`config.mk`:
```
export PLATFORM = sky130hd
export DESIGN_NAME = adcsq_seq
export DESIGN_NICKNAME = d
export VERILOG_FILES = /design/src/logic/adcsq_pkg.sv /design/src/logic/adcsq_result_mem.sv /design/src/logic/adcsq_seq.sv
export VERILOG_INCLUDE_DIRS = /design/src /design/src/logic
export SDC_FILE = /design/constraint.sdc
export NUM_CORES = 1
export LEC_CHECK = 0
export BUFFER_PORTS_ARGS = -buffer_cell sky130_fd_sc_hd__buf_2
export CORE_MARGIN = 2
export CORE_UTILIZATION = 40
export CTS_CLUSTER_SIZE = 16
export DETAILED_ROUTE_END_ITERATION = 8
export PLACE_DENSITY_LB_ADDON = 0.15
export RECOVER_POWER = 100
export SETUP_SLACK_MARGIN = 0.3
export SLEW_MARGIN = 20
export SYNTH_ARGS = -nofsm -noshare
export SYNTH_HDL_FRONTEND = slang
export SYNTH_HIERARCHICAL = 1
export SYNTH_SLANG_ARGS = --single-unit
```
`constraint.sdc`:
```
create_clock -name core_clk_i -period 34.8 [get_ports core_clk_i]
set_input_delay 6.96 -clock core_clk_i [delete_from_list [all_inputs] [get_ports core_clk_i]]
set_output_delay 6.96 -clock core_clk_i [all_outputs]
set_load 0.05 [all_outputs]
```
`src/logic/adcsq_defs.svh`:
```
// Purpose: Constants for the converter sequence control block.
// Assumes: Core clock of 250 MHz; one E cycle is one core clock cycle.
// Notes:   Times are counted in E cycles.
`ifndef ADCSQ_DEFS_SVH
`define ADCSQ_DEFS_SVH

`define ADCSQ_CONV_CYCLES   6'h20
`define ADCSQ_SAMPLE_CYCLES 6'h0C
`define ADCSQ_BIT_START     6'h18
`define ADCSQ_SLOTS         3'h4
`define ADCSQ_CODE_ZERO     8'h00
`define ADCSQ_CODE_FULL     8'hFF
`define ADCSQ_CODE_HALF     8'h80
`define ADCSQ_CH_REF_HIGH   4'hC
`define ADCSQ_CH_REF_LOW    4'hD
`define ADCSQ_CH_REF_HALF   4'hE
`define ADCSQ_CH_LAST_INPUT 4'h7

`endif

```
`src/logic/adcsq_pkg.sv`:
```
// Purpose: Types for the converter sequence control block.
// Assumes: Constants come from adcsq_defs.svh.
// Notes:   None.
package adcsq_pkg;

    typedef enum logic [1:0] {ADCSQ_IDLE, ADCSQ_SAMPLE, ADCSQ_APPROX} adcsq_state_t;

    typedef struct packed {
        logic [3:0] channel;
        logic       scan;
    } adcsq_cmd_t;

    typedef struct packed {
        logic       wr_en;
        logic [1:0] wr_slot;
        logic [7:0] wr_data;
    } adcsq_wr_t;

    typedef struct packed {
        adcsq_state_t state;
        adcsq_cmd_t   cmd;
        logic         start;
        logic [5:0]   cnt;
        logic [1:0]   slot;
        logic [2:0]   done_cnt;
        logic [7:0]   sar;
        logic [7:0]   trial;
        logic [7:0]   sample;
        adcsq_wr_t    wr;
        logic         busy;
        logic [2:0]   done_pulse;
    } adcsq_ctl_t;

endpackage

```
`src/logic/adcsq_result_mem.sv`:
```
// Purpose: Four read-only result slots of the converter.
// Assumes: Written only by the sequencer at conversion completion.
// Notes:   Read data come out of a register.
`timescale 1ns/10ps
module adcsq_result_mem
    import adcsq_pkg::*;
(
    // Clock and reset
    input  wire logic       core_clk_i,
    input  wire logic       rst_b_i,
    // Write from sequencer
    input  wire adcsq_wr_t  wr_i,
    // Read port
    input  wire logic [1:0] rd_slot_i,
    output logic [7:0]      rd_data_o
);

    typedef struct packed {
        logic [3:0][7:0] slot;
        logic [7:0]      rd;
    } adcsq_mem_t;

    adcsq_mem_t mem_reg;
    adcsq_mem_t mem_next;

    always_comb begin
        mem_next = mem_reg;
        if (wr_i.wr_en) begin
            mem_next.slot[wr_i.wr_slot] = wr_i.wr_data;
        end
        mem_next.rd = mem_reg.slot[rd_slot_i];
    end

    always_ff @(posedge core_clk_i) begin
        if (!rst_b_i) begin
            mem_reg <= '0;
        end else begin
            mem_reg <= mem_next;
        end
    end

    assign rd_data_o = mem_reg.rd;

endmodule // adcsq_result_mem

```
`src/logic/adcsq_seq.sv`:
```
// Purpose: Sequencer of an 8-bit successive-approximation converter.
// Assumes: Analog levels arrive as 8-bit digitised codes from outside the clock domain.
// Notes:   Each conversion is 12 sample cycles then 20 approximation cycles.
`timescale 1ns/10ps
`include "adcsq_defs.svh"
module adcsq_seq
    import adcsq_pkg::*;
(
    // Clock and reset
    input  wire logic            core_clk_i,
    input  wire logic            rst_b_i,
    // Command write
    input  wire logic            cmd_wr_i,
    input  wire adcsq_cmd_t      cmd_i,
    // Analog inputs and references as codes
    input  wire logic [7:0][7:0] analog_in_i,
    input  wire logic [7:0]      ref_high_i,
    input  wire logic [7:0]      ref_low_i,
    // Result read
    input  wire logic [1:0]      rd_slot_i,
    output logic [7:0]           rd_data_o,
    // Status
    output logic                 busy_o,
    output logic [2:0]           done_count_o,
    output logic                 conv_done_o
);

    adcsq_ctl_t       ctl_reg;
    adcsq_ctl_t       ctl_next;
    logic [7:0][7:0]  ain_meta_reg;
    logic [7:0][7:0]  ain_sync_reg;
    logic [7:0]       rh_meta_reg;
    logic [7:0]       rh_sync_reg;
    logic [7:0]       rl_meta_reg;
    logic [7:0]       rl_sync_reg;
    logic [7:0]       level;

    // --------------------------------------------------------------------
    // Input synchronisers
    // --------------------------------------------------------------------
    always_ff @(posedge core_clk_i) begin
        if (!rst_b_i) begin
            ain_meta_reg <= '0;
            ain_sync_reg <= '0;
            rh_meta_reg  <= '0;
            rh_sync_reg  <= '0;
            rl_meta_reg  <= '0;
            rl_sync_reg  <= '0;
        end else begin
            ain_meta_reg <= analog_in_i;
            ain_sync_reg <= ain_meta_reg;
            rh_meta_reg  <= ref_high_i;
            rh_sync_reg  <= rh_meta_reg;
            rl_meta_reg  <= ref_low_i;
            rl_sync_reg  <= rl_meta_reg;
        end
    end

    // Maps a level between the references onto 00 to FF without overflow.
    function automatic logic [7:0] scale(input logic [7:0] v, input logic [7:0] lo, input logic [7:0] hi);
        logic [15:0] num;
        logic [7:0]  span;
        num  = '0;
        span = hi - lo;
        if (v <= lo || span == `ADCSQ_CODE_ZERO) begin
            scale = `ADCSQ_CODE_ZERO;
        end else if (v >= hi) begin
            scale = `ADCSQ_CODE_FULL;
        end else begin
            num   = {8'h00, 8'(v - lo)} * {8'h00, `ADCSQ_CODE_FULL};
            scale = 8'(num / {8'h00, span});
        end
    endfunction

    // --------------------------------------------------------------------
    // Channel multiplexer
    // --------------------------------------------------------------------
    always_comb begin
        level = rl_sync_reg;
        if (ctl_reg.cmd.channel <= `ADCSQ_CH_LAST_INPUT) begin
            level = ain_sync_reg[ctl_reg.cmd.channel[2:0]];
        end else if (ctl_reg.cmd.channel == `ADCSQ_CH_REF_HIGH) begin
            level = rh_sync_reg;
        end else if (ctl_reg.cmd.channel == `ADCSQ_CH_REF_HALF) begin
            level = 8'(rl_sync_reg + ((rh_sync_reg - rl_sync_reg) >> 1));
        end
    end

    // --------------------------------------------------------------------
    // Sequencer
    // --------------------------------------------------------------------
    always_comb begin
        ctl_next            = ctl_reg;
        ctl_next.wr         = '0;
        ctl_next.start      = 1'b0;
        ctl_next.done_pulse = 3'h0;
        unique case (ctl_reg.state)
            ADCSQ_IDLE: begin
                if (ctl_reg.start) begin
                    ctl_next.state = ADCSQ_SAMPLE;
                    ctl_next.cnt   = 6'h01;
                end
            end
            ADCSQ_SAMPLE: begin
                ctl_next.sample = scale(level, rl_sync_reg, rh_sync_reg);
                ctl_next.cnt    = ctl_reg.cnt + 6'h01;
                if (ctl_reg.cnt == `ADCSQ_SAMPLE_CYCLES) begin
                    ctl_next.state = ADCSQ_APPROX;
                    ctl_next.sar   = `ADCSQ_CODE_ZERO;
                    ctl_next.trial = `ADCSQ_CODE_HALF;
                end
            end
            ADCSQ_APPROX: begin
                ctl_next.cnt = ctl_reg.cnt + 6'h01;
                // All eight trials finish before the last cycle, so the written code holds the final bit.
                if (ctl_reg.cnt >= `ADCSQ_BIT_START && ctl_reg.trial != `ADCSQ_CODE_ZERO) begin
                    if ((ctl_reg.sar | ctl_reg.trial) <= ctl_reg.sample) begin
                        ctl_next.sar = ctl_reg.sar | ctl_reg.trial;
                    end
                    ctl_next.trial = ctl_reg.trial >> 1;
                end
                if (ctl_reg.cnt == `ADCSQ_CONV_CYCLES) begin
                    ctl_next.wr.wr_en   = 1'b1;
                    ctl_next.wr.wr_slot = ctl_reg.slot;
                    ctl_next.wr.wr_data = ctl_reg.sar;
                    ctl_next.slot       = ctl_reg.slot + 2'h1;
                    ctl_next.done_pulse = 3'h1;
                    ctl_next.cnt        = 6'h01;
                    if (ctl_reg.done_cnt != `ADCSQ_SLOTS) begin
                        ctl_next.done_cnt = ctl_reg.done_cnt + 3'h1;
                    end
                    if (!ctl_reg.cmd.scan && ctl_reg.slot == 2'h3) begin
                        ctl_next.state = ADCSQ_IDLE;
                        ctl_next.busy  = 1'b0;
                    end else begin
                        ctl_next.state = ADCSQ_SAMPLE;
                    end
                end
            end
        endcase
        if (cmd_wr_i) begin
            ctl_next.cmd      = cmd_i;
            ctl_next.state    = ADCSQ_IDLE;
            ctl_next.start    = 1'b1;
            ctl_next.busy     = 1'b1;
            ctl_next.slot     = 2'h0;
            ctl_next.done_cnt   = 3'h0;
            ctl_next.wr         = '0;
            ctl_next.done_pulse = 3'h0;
        end
    end

    always_ff @(posedge core_clk_i) begin
        if (!rst_b_i) begin
            ctl_reg <= '{state: ADCSQ_IDLE, default: '0};
        end else begin
            ctl_reg <= ctl_next;
        end
    end

    adcsq_result_mem u_mem (
        .core_clk_i (core_clk_i),
        .rst_b_i    (rst_b_i),
        .wr_i       (ctl_reg.wr),
        .rd_slot_i  (rd_slot_i),
        .rd_data_o  (rd_data_o)
    );

    assign busy_o       = ctl_reg.busy;
    assign done_count_o = ctl_reg.done_cnt;
    assign conv_done_o  = ctl_reg.done_pulse[0];

endmodule // adcsq_seq

```
==> reports/qor.csv, run 1 <==
stage,metric,value,unit
critical_path,Crit path required time,35190,ps
detailed_routing,post-detailed-route count of antenna-violating nets,0,
sta,Setup Viol. Count Final,0,
run,Max-Cap Viols,3,
critical_path,Critical-path top delay cell,fa_1,
yosys,Synth Net Count,2235,
floorplan,Die H,211,um
yosys,main combinational cell family by area after synthesis,simple AND/OR/NAND/NOR gates,
critical_path,Worst EP arrival,34010,ps
detailed_routing,WL/cell,16.4,um
detailed_routing,DRT Pass-1 Iters,5,
floorplan,core area,0.0421,mm^2
floorplan,die width,211,um
worst_hold_path,worst hold path class,reg2reg,
yosys,Async SR Flop Fraction,0,%
sta,Final Hold Vio Count,0,
yosys,multiplexer share of the synthesized area,8.25,%
cells_and_area,nets,2462,
sta,RSZ-0062 raised after global routing,yes,
detailed_routing,routed via count,14477,
yosys,Synth Instances,1932,
grt,total gr overflow,0,
status,status,"finished, violations left",
clock_tree,Skew-Pair Late Insertion Delay,530,ps
sta,Slew @ Worst Pin,3150,ps
yosys,Synth Area in Adders,16.6,%
cells_and_area,final core occ,51.0,%
yosys,number of distinct library cells after synthesis,93,
yosys,Netlist Area Pre-Place,0.0172,mm^2
grt,vias in the first global route,13872,
critical_path,"Top cell by count, worst path",o21a_1,
placed_design,hpwl dp,32.6,mm
placed_design,port buffer count,102,
critical_path,crit-path max cell delay,560,ps
cells_and_area,share of cells above drive strength 1,26.7,%
critical_path,critical path launch point type,register,
clock_tree,H-Tree Depth,1,
grt,GR Util All Layers,19.1,%
yosys,simple-gate share of the synthesized area,19.9,%
critical_path,CP Class,reg2reg,
clock_tree,Root Buffer,clkbuf_16,
sta,FMAX,29.7,MHz
cells_and_area,Ant. Diodes,0,
cells_and_area,FILL cells,3885,
clock_tree,CTS max path bufs,3,
grt,largest net degree at the start of global routing,123,
floorplan,IO Pins,103,
critical_path,crit path max fanout,8,
yosys,xor and xnor area share after synthesis,3.82,%
sta,Tmin final,33620,ps
sta,Rel. slew slack,-110,%
placed_design,Routability Congestion,0.893,
floorplan,die footprint,0.0446,mm^2
cells_and_area,Area Growth Syn to Fin,25.1,%
yosys,number of enable flip-flop cells after synthesis,0,
cells_and_area,"Design Area, Final",0.0215,mm^2
critical_path,critical path capture point type,register,
sta,skew final,11.4,ps
floorplan,Rows,75,
clock_tree,"CTS clk-pin slew, worst paths",60,ps
placed_design,placed cell area,0.0187,mm^2
grt,initial antenna violation count,0,
clock_tree,Post-CTS Hold Fix Bufs,0,
yosys,Yosys warning total,6,
status,failing checks,"max-capacitance violations, max-slew violations",
critical_path,Reg2Reg Setup Slack,1180,ps
sta,final slew viol count,235,
detailed_routing,DR vias/cell,5.33,
grt,first-pass GRT wire length,70.5,mm
sta,part of the cycle the worst path needs,96.6,%
sta,Fin Hold WS,428,ps
clock_tree,CTS tree,done,
floorplan,Initial Util,40.8,%
yosys,most common flop cell mapped by yosys,dfxtp_1,
clock_tree,CTS Buf Count,25,
detailed_routing,routed wire length,44.6,mm
detailed_routing,number of remaining DRC errors,0,
yosys,syn avg cell area,8.89,um^2
yosys,"flops & latches, synth",255,
yosys,compound-gate portion of the synthesized area,17.0,%
clock_tree,Sink Count,255,
detailed_routing,initial DRC count,746,
yosys,sequential element share of the synthesized area,29.7,%
## metal layers
layer	track usage [%]	vias up	wire length (um)
li1	-	7244	-
met1	26.6	6919	21300
met2	32.8	254	21300
met3	1.62	60	1310
met4	3.21	0	756
met5	0	-	0
## stage by stage
stage,setup TNS (ps),worst slack (ps),std cells
floorplan,0,323,1932
global placement,-16.8,-16.8,2566
detailed placement,-566,-566,2566
CTS,0,301,2630
global route,-599,-599,2716
finish,0,1180,2716
## synthesized netlist by cell type (16+ instances only)
cell / count / area, um^2
a21o_1: 40 / 300
clkbuf_1: 47 / 176
o21a_1: 55 / 413
o21ai_0: 64 / 320
xor2_1: 29 / 254
or2_2: 17 / 106
and2_1: 186 / 1160
inv_1: 116 / 435
nand3_1: 27 / 135
nor2_1: 119 / 447
a21oi_1: 103 / 515
o31ai_1: 25 / 188
ha_1: 188 / 2350
nor2b_1: 26 / 163
mux4_2: 16 / 360
fa_1: 25 / 500
xnor2_1: 44 / 385
mux2i_1: 74 / 741
mux2_2: 20 / 225
nand4_1: 16 / 100
nand2_1: 144 / 541
nor3_1: 55 / 275
dfxtp_1: 255 / 5100
nand2b_1: 22 / 138
## cell families (layout without fill, tap and decap cells)
family,Yosys count,in the layout
AOI/OAI and AO/OA,425,425
xor gates and xnor gates,74,74
adders and majority gates,213,213
buffers and inverters,194,439
DFF,255,255
muxes,115,115
and+or+nand+nor,656,656
## area by class of cell
class                           count  area, um^2  share of cell area (%)
Tap cell                          539         674                    3.14
Inverter                          117         439                    2.05
Sequential cell                   255        5120                    23.8
Clock inverter                      9        87.6                   0.408
Timing Repair Buffer              277        1840                    8.55
Clock buffer                       36         727                    3.39
Multi-Input combinational cell   1483       12600                    58.6
## what timing repair did
item                       CTS  global route
buffers inserted            19            84
pin swaps                   21           162
gates resized for setup     38           206
cloned                       0             1
setup endpoints to repair    1             2
## path summary, 6_finish.rpt
check                  start               to  depth (start not counted)
max reg2reg   rl_sync_reg[1]      ctl_reg[15]                        177
max           rl_sync_reg[1]      ctl_reg[15]                        177
min          ain_meta_reg[2]  ain_sync_reg[2]                          1
min reg2reg  ain_meta_reg[2]  ain_sync_reg[2]                          1
## critical path: cells and delay by family (launching register included)
kind | cells | cell delay (ps)
compound gates | 83 | 14280
simple gates | 50 | 7640
fa+ha+maj | 23 | 7350
mux | 7 | 1710
buf+inv | 9 | 1080
xor+xnor | 5 | 980
flops | 1 | 390
## placed cells by master (no fill, tap or decap), types with 8 or more instances in the layout
cell type    n
a21oi_1     69
a21o_1      39
a21oi_2     31
mux2_4       9
o21ai_1     11
nor3_1      52
and2_0      86
ha_2         9
o21ai_0     48
or2_2       13
clkbuf_1    21
mux2_2      14
nor2_4      10
a21boi_0     8
inv_1      112
xor2_1      26
ha_4        30
o21a_1      54
mux4_2      16
o211ai_1     8
nor2_2      12
dfxtp_1    248
nand2b_1    18
fa_1        21
buf_4      164
ha_1       149
nand4_1     16
nand2_1    139
mux2i_1     70
xnor2_1     38
buf_2       89
o31ai_1     17
and2_1      94
clkbuf_16   25
a211oi_1     8
o22ai_1     13
nand3_1     21
nor2_1      97
o21ai_2     10
nor2b_1     25
Power of run 1 is not shown: default switching activity piles up to over one toggle a cycle in this logic, so the estimate is an artifact.
==> run 2: changes to the inputs <==
Settings changed: CORE_MARGIN 2 to not set.
==> run 2 against run 1 <==
The flow still finishes with violations (max-capacitance violations, max-slew violations). Core utilization decreased by 0.16 points. Final cell count decreased by 0.29%. Register-to-register slack got worse by 140 ps. Die area decreased by 1.9%. Sequential share of layout area increased by 0.074 points. Critical path depth increased by 4.
==> reports/qor.csv, run 2 (synthesis results as in run 1) <==
stage,metric,value,unit
clock_tree,CTS Buf Count,25,
sta,Rel. slew slack,-180,%
detailed_routing,routed via count,14308,
sta,final slew viol count,233,
clock_tree,CTS max path bufs,3,
critical_path,critical path capture point type,register,
critical_path,"Top cell by count, worst path",o21a_1,
floorplan,die width,209,um
cells_and_area,"Design Area, Final",0.0214,mm^2
sta,FMAX,29.6,MHz
clock_tree,"CTS clk-pin slew, worst paths",70,ps
worst_hold_path,worst hold path class,reg2reg,
critical_path,Reg2Reg Setup Slack,1040,ps
critical_path,Critical R2R Launch,rh_sync_reg[0],
critical_path,Worst EP arrival,34140,ps
sta,Slew @ Worst Pin,4210,ps
detailed_routing,WL/cell,16.4,um
clock_tree,H-Tree Depth,1,
grt,first-pass GRT wire length,68.4,mm
critical_path,crit path max fanout,7,
status,status,"finished, violations left",
placed_design,placed cell area,0.0187,mm^2
floorplan,Initial Util,40.8,%
clock_tree,Sink Count,255,
critical_path,crit-path max cell delay,520,ps
sta,Final Hold Vio Count,0,
cells_and_area,"most common cell after layout, fill and taps aside",dfxtp_1,
grt,initial antenna violation count,1,
sta,RSZ-0062 raised after global routing,yes,
critical_path,critical path launch point type,register,
run,Max-Cap Viols,2,
detailed_routing,initial DRC count,668,
worst_hold_path,Min-Delay Endpoint,ain_sync_reg[3],
sta,Setup Viol. Count Final,0,
critical_path,"delay-heaviest family, CP",compound AO/OA/AOI/OAI gates,
placed_design,hpwl dp,32.2,mm
cells_and_area,share of cells above drive strength 1,26.1,%
floorplan,Rows,75,
detailed_routing,post-detailed-route count of antenna-violating nets,0,
cells_and_area,nets,2456,
critical_path,Critical-path top delay cell,or4b_4,
critical_path,RR Endpoint,ctl_reg[15],
sta,part of the cycle the worst path needs,97.0,%
detailed_routing,DR vias/cell,5.28,
sta,Fin Hold WS,432,ps
critical_path,CP Depth,181,
clock_tree,Root Buffer,clkbuf_16,
floorplan,Die H,209,um
grt,total gr overflow,0,
placed_design,port buffer count,102,
sta,skew final,25.3,ps
placed_design,Placed Cells,2563,
worst_hold_path,hold_sp,ain_meta_reg[3],
cells_and_area,Area Growth Syn to Fin,24.7,%
worst_hold_path,WHS Path Cells,1,
critical_path,CP Buf/Inv Count,9,
cells_and_area,most frequent cells in the layout,"dfxtp_1, buf_4, ha_1",
critical_path,worst reg-to-reg path cell count,181,
cells_and_area,Ant. Diodes,0,
detailed_routing,routed wire length,44.4,mm
floorplan,core area,0.0421,mm^2
placed_design,Routability Congestion,0.911,
grt,vias in the first global route,13645,
grt,largest net degree at the start of global routing,118,
status,failing checks,"max-capacitance violations, max-slew violations",
detailed_routing,DRT Pass-1 Iters,7,
sta,Tmin final,33760,ps
floorplan,IO Pins,103,
clock_tree,Skew-Pair Late Insertion Delay,540,ps
detailed_routing,number of remaining DRC errors,0,
critical_path,CP Class,reg2reg,
critical_path,Crit path required time,35190,ps
clock_tree,CTS tree,done,
cells_and_area,Non-Filler Instances,2708,
grt,GR Util All Layers,18.9,%
floorplan,die footprint,0.0438,mm^2
run 2: cell types whose count changed in the layout (fill, tap and decap cells not counted), moves of 3 or more:
cell      previous run  this run
clkinv_2             6         3
a21oi_4              6        10
a21oi_1             69        72
and2_1              94        97
buf_4              164       158
o31ai_4              1         4
a21oi_2             31        24
o31ai_2              7         2
run 2: per-stage QoR:
stage               util (%)  setup slack (ps)  TNS [ps]
finish                  50.8              1040         0
global placement        44.3              27.4         0
floorplan                  -               323         0
global route            50.8              -463      -463
detailed placement      44.3              -691      -691
CTS                     46.9               302         0
run 2: timing repair:
action,4_1_cts,5_1_grt
hold buffers,0,0
endpoints found under the setup margin,1,2
pin swaps,20,165
gates resized for setup,38,210
gates cloned,0,2
buffers inserted,19,81
run 2: worst max-delay path by stage:
stage / slack [ps] / start / end
after floorplan: 320 / rl_sync_reg[0] / ctl_reg[15]
after global placement: 30 / rl_sync_reg[0] / ctl_reg[15]
after detailed placement: -690 / rl_sync_reg[0] / ctl_reg[15]
after CTS: 300 / rh_sync_reg[0] / ctl_reg[15]
after global routing: -460 / rh_sync_reg[0] / ctl_reg[15]
final: 1040 / rh_sync_reg[0] / ctl_reg[15]
run 2: layout make-up:
type / count / area [um^2]
clock buffers: 38 / 734
clock inverters: 5 / 43.8
fillers: 3891 / 20700
inverters: 117 / 439
multi-input cells: 1484 / 12600
flip-flops and latches: 255 / 5120
well taps: 539 / 674
repair buffers: 270 / 1780
run 2: metal layers:
metal  GRT usage (%)  part of all wire, %  up-vias
met5               0                    0        -
met4            3.73                  1.6        0
met3            2.07                  3.1       53
met2            32.1                   48      252
met1            26.0                   47     6789
li1                -                    -     7214
Power of run 2 is left out for the same reason.
==> run 3: changes to the inputs <==
Settings changed: CORE_UTILIZATION 40 to 33, RECOVER_POWER 100 to not set.
==> run 3 against run 2 <==
The run now ends clean. Final cell count rose by 4.9%. Setup slack gained 160 ps. Sequential share of layout area up 0.17 points. Sequential cell count unchanged. Critical path depth decreased by 3. Die area rose by 21%. Global-route usage is 2.5 points lower. Via count is 0.30% lower. Design area decreased by 0.77%. Register-to-register slack improved by 160 ps. Clock skew shrank 2.5 ps. Worst hold slack lost 4.9 ps.
==> reports/qor.csv, run 3 (synthesis results as in run 1) <==
stage,metric,value,unit
critical_path,Reg2Reg Setup Slack,1200,ps
critical_path,crit-path max cell delay,610,ps
floorplan,Rows,83,
placed_design,Routability Congestion,0.906,
critical_path,critical path capture point type,register,
cells_and_area,final core occ,41.3,%
sta,RSZ-0062 raised after global routing,yes,
cells_and_area,"most common cell after layout, fill and taps aside",dfxtp_1,
floorplan,IO Pins,103,
grt,total gr overflow,0,
grt,GR Util All Layers,16.5,%
status,status,"finished, final reports clean",
floorplan,Initial Util,33.4,%
critical_path,RR Endpoint,ctl_reg[15],
detailed_routing,WL/cell,15.8,um
sta,skew final,22.8,ps
clock_tree,H-Tree Depth,1,
cells_and_area,nets,2448,
clock_tree,CTS Buf Count,26,
placed_design,port buffer count,102,
sta,final slew viol count,0,
critical_path,critical path launch point type,register,
sta,Tmin final,33600,ps
detailed_routing,post-detailed-route count of antenna-violating nets,0,
critical_path,Worst EP arrival,33990,ps
placed_design,hpwl dp,34.3,mm
grt,largest net degree at the start of global routing,129,
worst_hold_path,worst hold path class,reg2reg,
clock_tree,"CTS clk-pin slew, worst paths",70,ps
sta,Rel. slew slack,36.8,%
critical_path,CP Class,reg2reg,
floorplan,die width,230,um
cells_and_area,Area Growth Syn to Fin,23.7,%
clock_tree,Post-CTS Hold Fix Bufs,0,
critical_path,"Top cell by count, worst path",o21a_1,
clock_tree,CTS tree,done,
sta,setup ws final,1200,ps
floorplan,Die H,230,um
cells_and_area,Ant. Diodes,0,
cells_and_area,FILL cells,5102,
clock_tree,Root Buffer,clkbuf_16,
detailed_routing,number of remaining DRC errors,0,
cells_and_area,most frequent cells in the layout,"dfxtp_1, and2_1, ha_1",
grt,first-pass GRT wire length,72.0,mm
clock_tree,Skew-Pair Late Insertion Delay,540,ps
worst_hold_path,Min-Delay Endpoint,ain_sync_reg[45],
detailed_routing,routed wire length,45.0,mm
clock_tree,CTS max path bufs,3,
sta,Slew @ Worst Pin,947,ps
cells_and_area,share of cells above drive strength 1,24.8,%
sta,Setup Viol. Count Final,0,
critical_path,Critical-path top delay cell,or4b_2,
detailed_routing,DR vias/cell,5.02,
floorplan,die footprint,0.0529,mm^2
sta,FMAX,29.8,MHz
worst_hold_path,hold_sp,ain_meta_reg[45],
grt,vias in the first global route,14059,
detailed_routing,DRT Pass-1 Iters,5,
clock_tree,Sink Count,255,
floorplan,core area,0.0514,mm^2
detailed_routing,routed via count,14265,
cells_and_area,"Design Area, Final",0.0212,mm^2
critical_path,Crit path required time,35190,ps
critical_path,Critical R2R Launch,rh_sync_reg[0],
critical_path,crit path max fanout,6,
placed_design,pre-CTS WS,-356,ps
sta,Final Hold Vio Count,0,
sta,Setup TNS,0,ps
detailed_routing,initial DRC count,652,
placed_design,placed cell area,0.0190,mm^2
run,Max-Cap Viols,0,
worst_hold_path,WHS Path Cells,1,
grt,initial antenna violation count,0,
sta,part of the cycle the worst path needs,96.5,%
critical_path,worst reg-to-reg path cell count,178,
## run 3: cell types whose count changed in the layout (fill, tap and decap cells not counted), moves of 4 or more
cell,before,now
clkbuf_1,22,8
ha_1,149,167
ha_2,11,5
buf_2,89,101
nor2_4,11,7
ha_4,28,16
nor2_1,96,102
a21oi_2,24,30
buf_4,158,154
clkbuf_8,6,2
and2_1,97,182
and2_0,84,0
a21oi_4,10,6
## run 3: worst max path at each step
stage / startpoint / end / slack [ps] / depth (start not counted)
floorplan: rl_sync_reg[0] / ctl_reg[15] / 320 / 181
global placement: rl_sync_reg[0] / ctl_reg[15] / 30 / 170
detailed placement: rl_sync_reg[0] / ctl_reg[15] / -360 / 168
CTS: rh_sync_reg[0] / ctl_reg[15] / 300 / 175
global route: rh_sync_reg[0] / ctl_reg[15] / -550 / 177
finish: rh_sync_reg[0] / ctl_reg[15] / 1200 / 178
## run 3: area by class of cell
type | count | area, um^2 | area share (%)
clock buffer | 36 | 708 | 3.33
sequential | 255 | 5120 | 24.1
multi-input combinational | 1484 | 12300 | 57.8
inverter | 117 | 439 | 2.07
tap | 680 | 851 | 4.01
timing repair buffer | 261 | 1730 | 8.14
clock inverter | 9 | 130 | 0.613
## run 3: timing repair
item,4_1_cts,5_1_grt
pin swaps,18,95
buffers inserted,20,50
setup endpoints to repair,1,2
cloned,1,0
gates resized for setup,28,158
## run 3: metrics by stage
step | hold WS, ps | std cells
after global routing | 435 | 2842
final | 427 | 2842
after detailed placement | 418 | 2726
after CTS | 430 | 2792
after global placement | 416 | 2726
after floorplan | 412 | 1932
## run 3: layer usage
metal	track usage, %	vias up	wire length (um)
met5	0	-	0
met4	3.52	0	901
met3	1.53	64	1210
met2	29.4	229	22100
met1	21.4	6744	20800
li1	-	7228	-
## run 3: worst max-delay path: cells and delay by family (launching register included)
family                     cells  cell delay [ps]
muxes                          4              890
AOI/OAI and AO/OA             83            13980
adders and majority gates     26             8400
and+or+nand+nor               48             7500
buffers and inverters         12             1350
DFF                            1              360
xor gates and xnor gates       5              910
Power of run 3 is left out for the same reason.
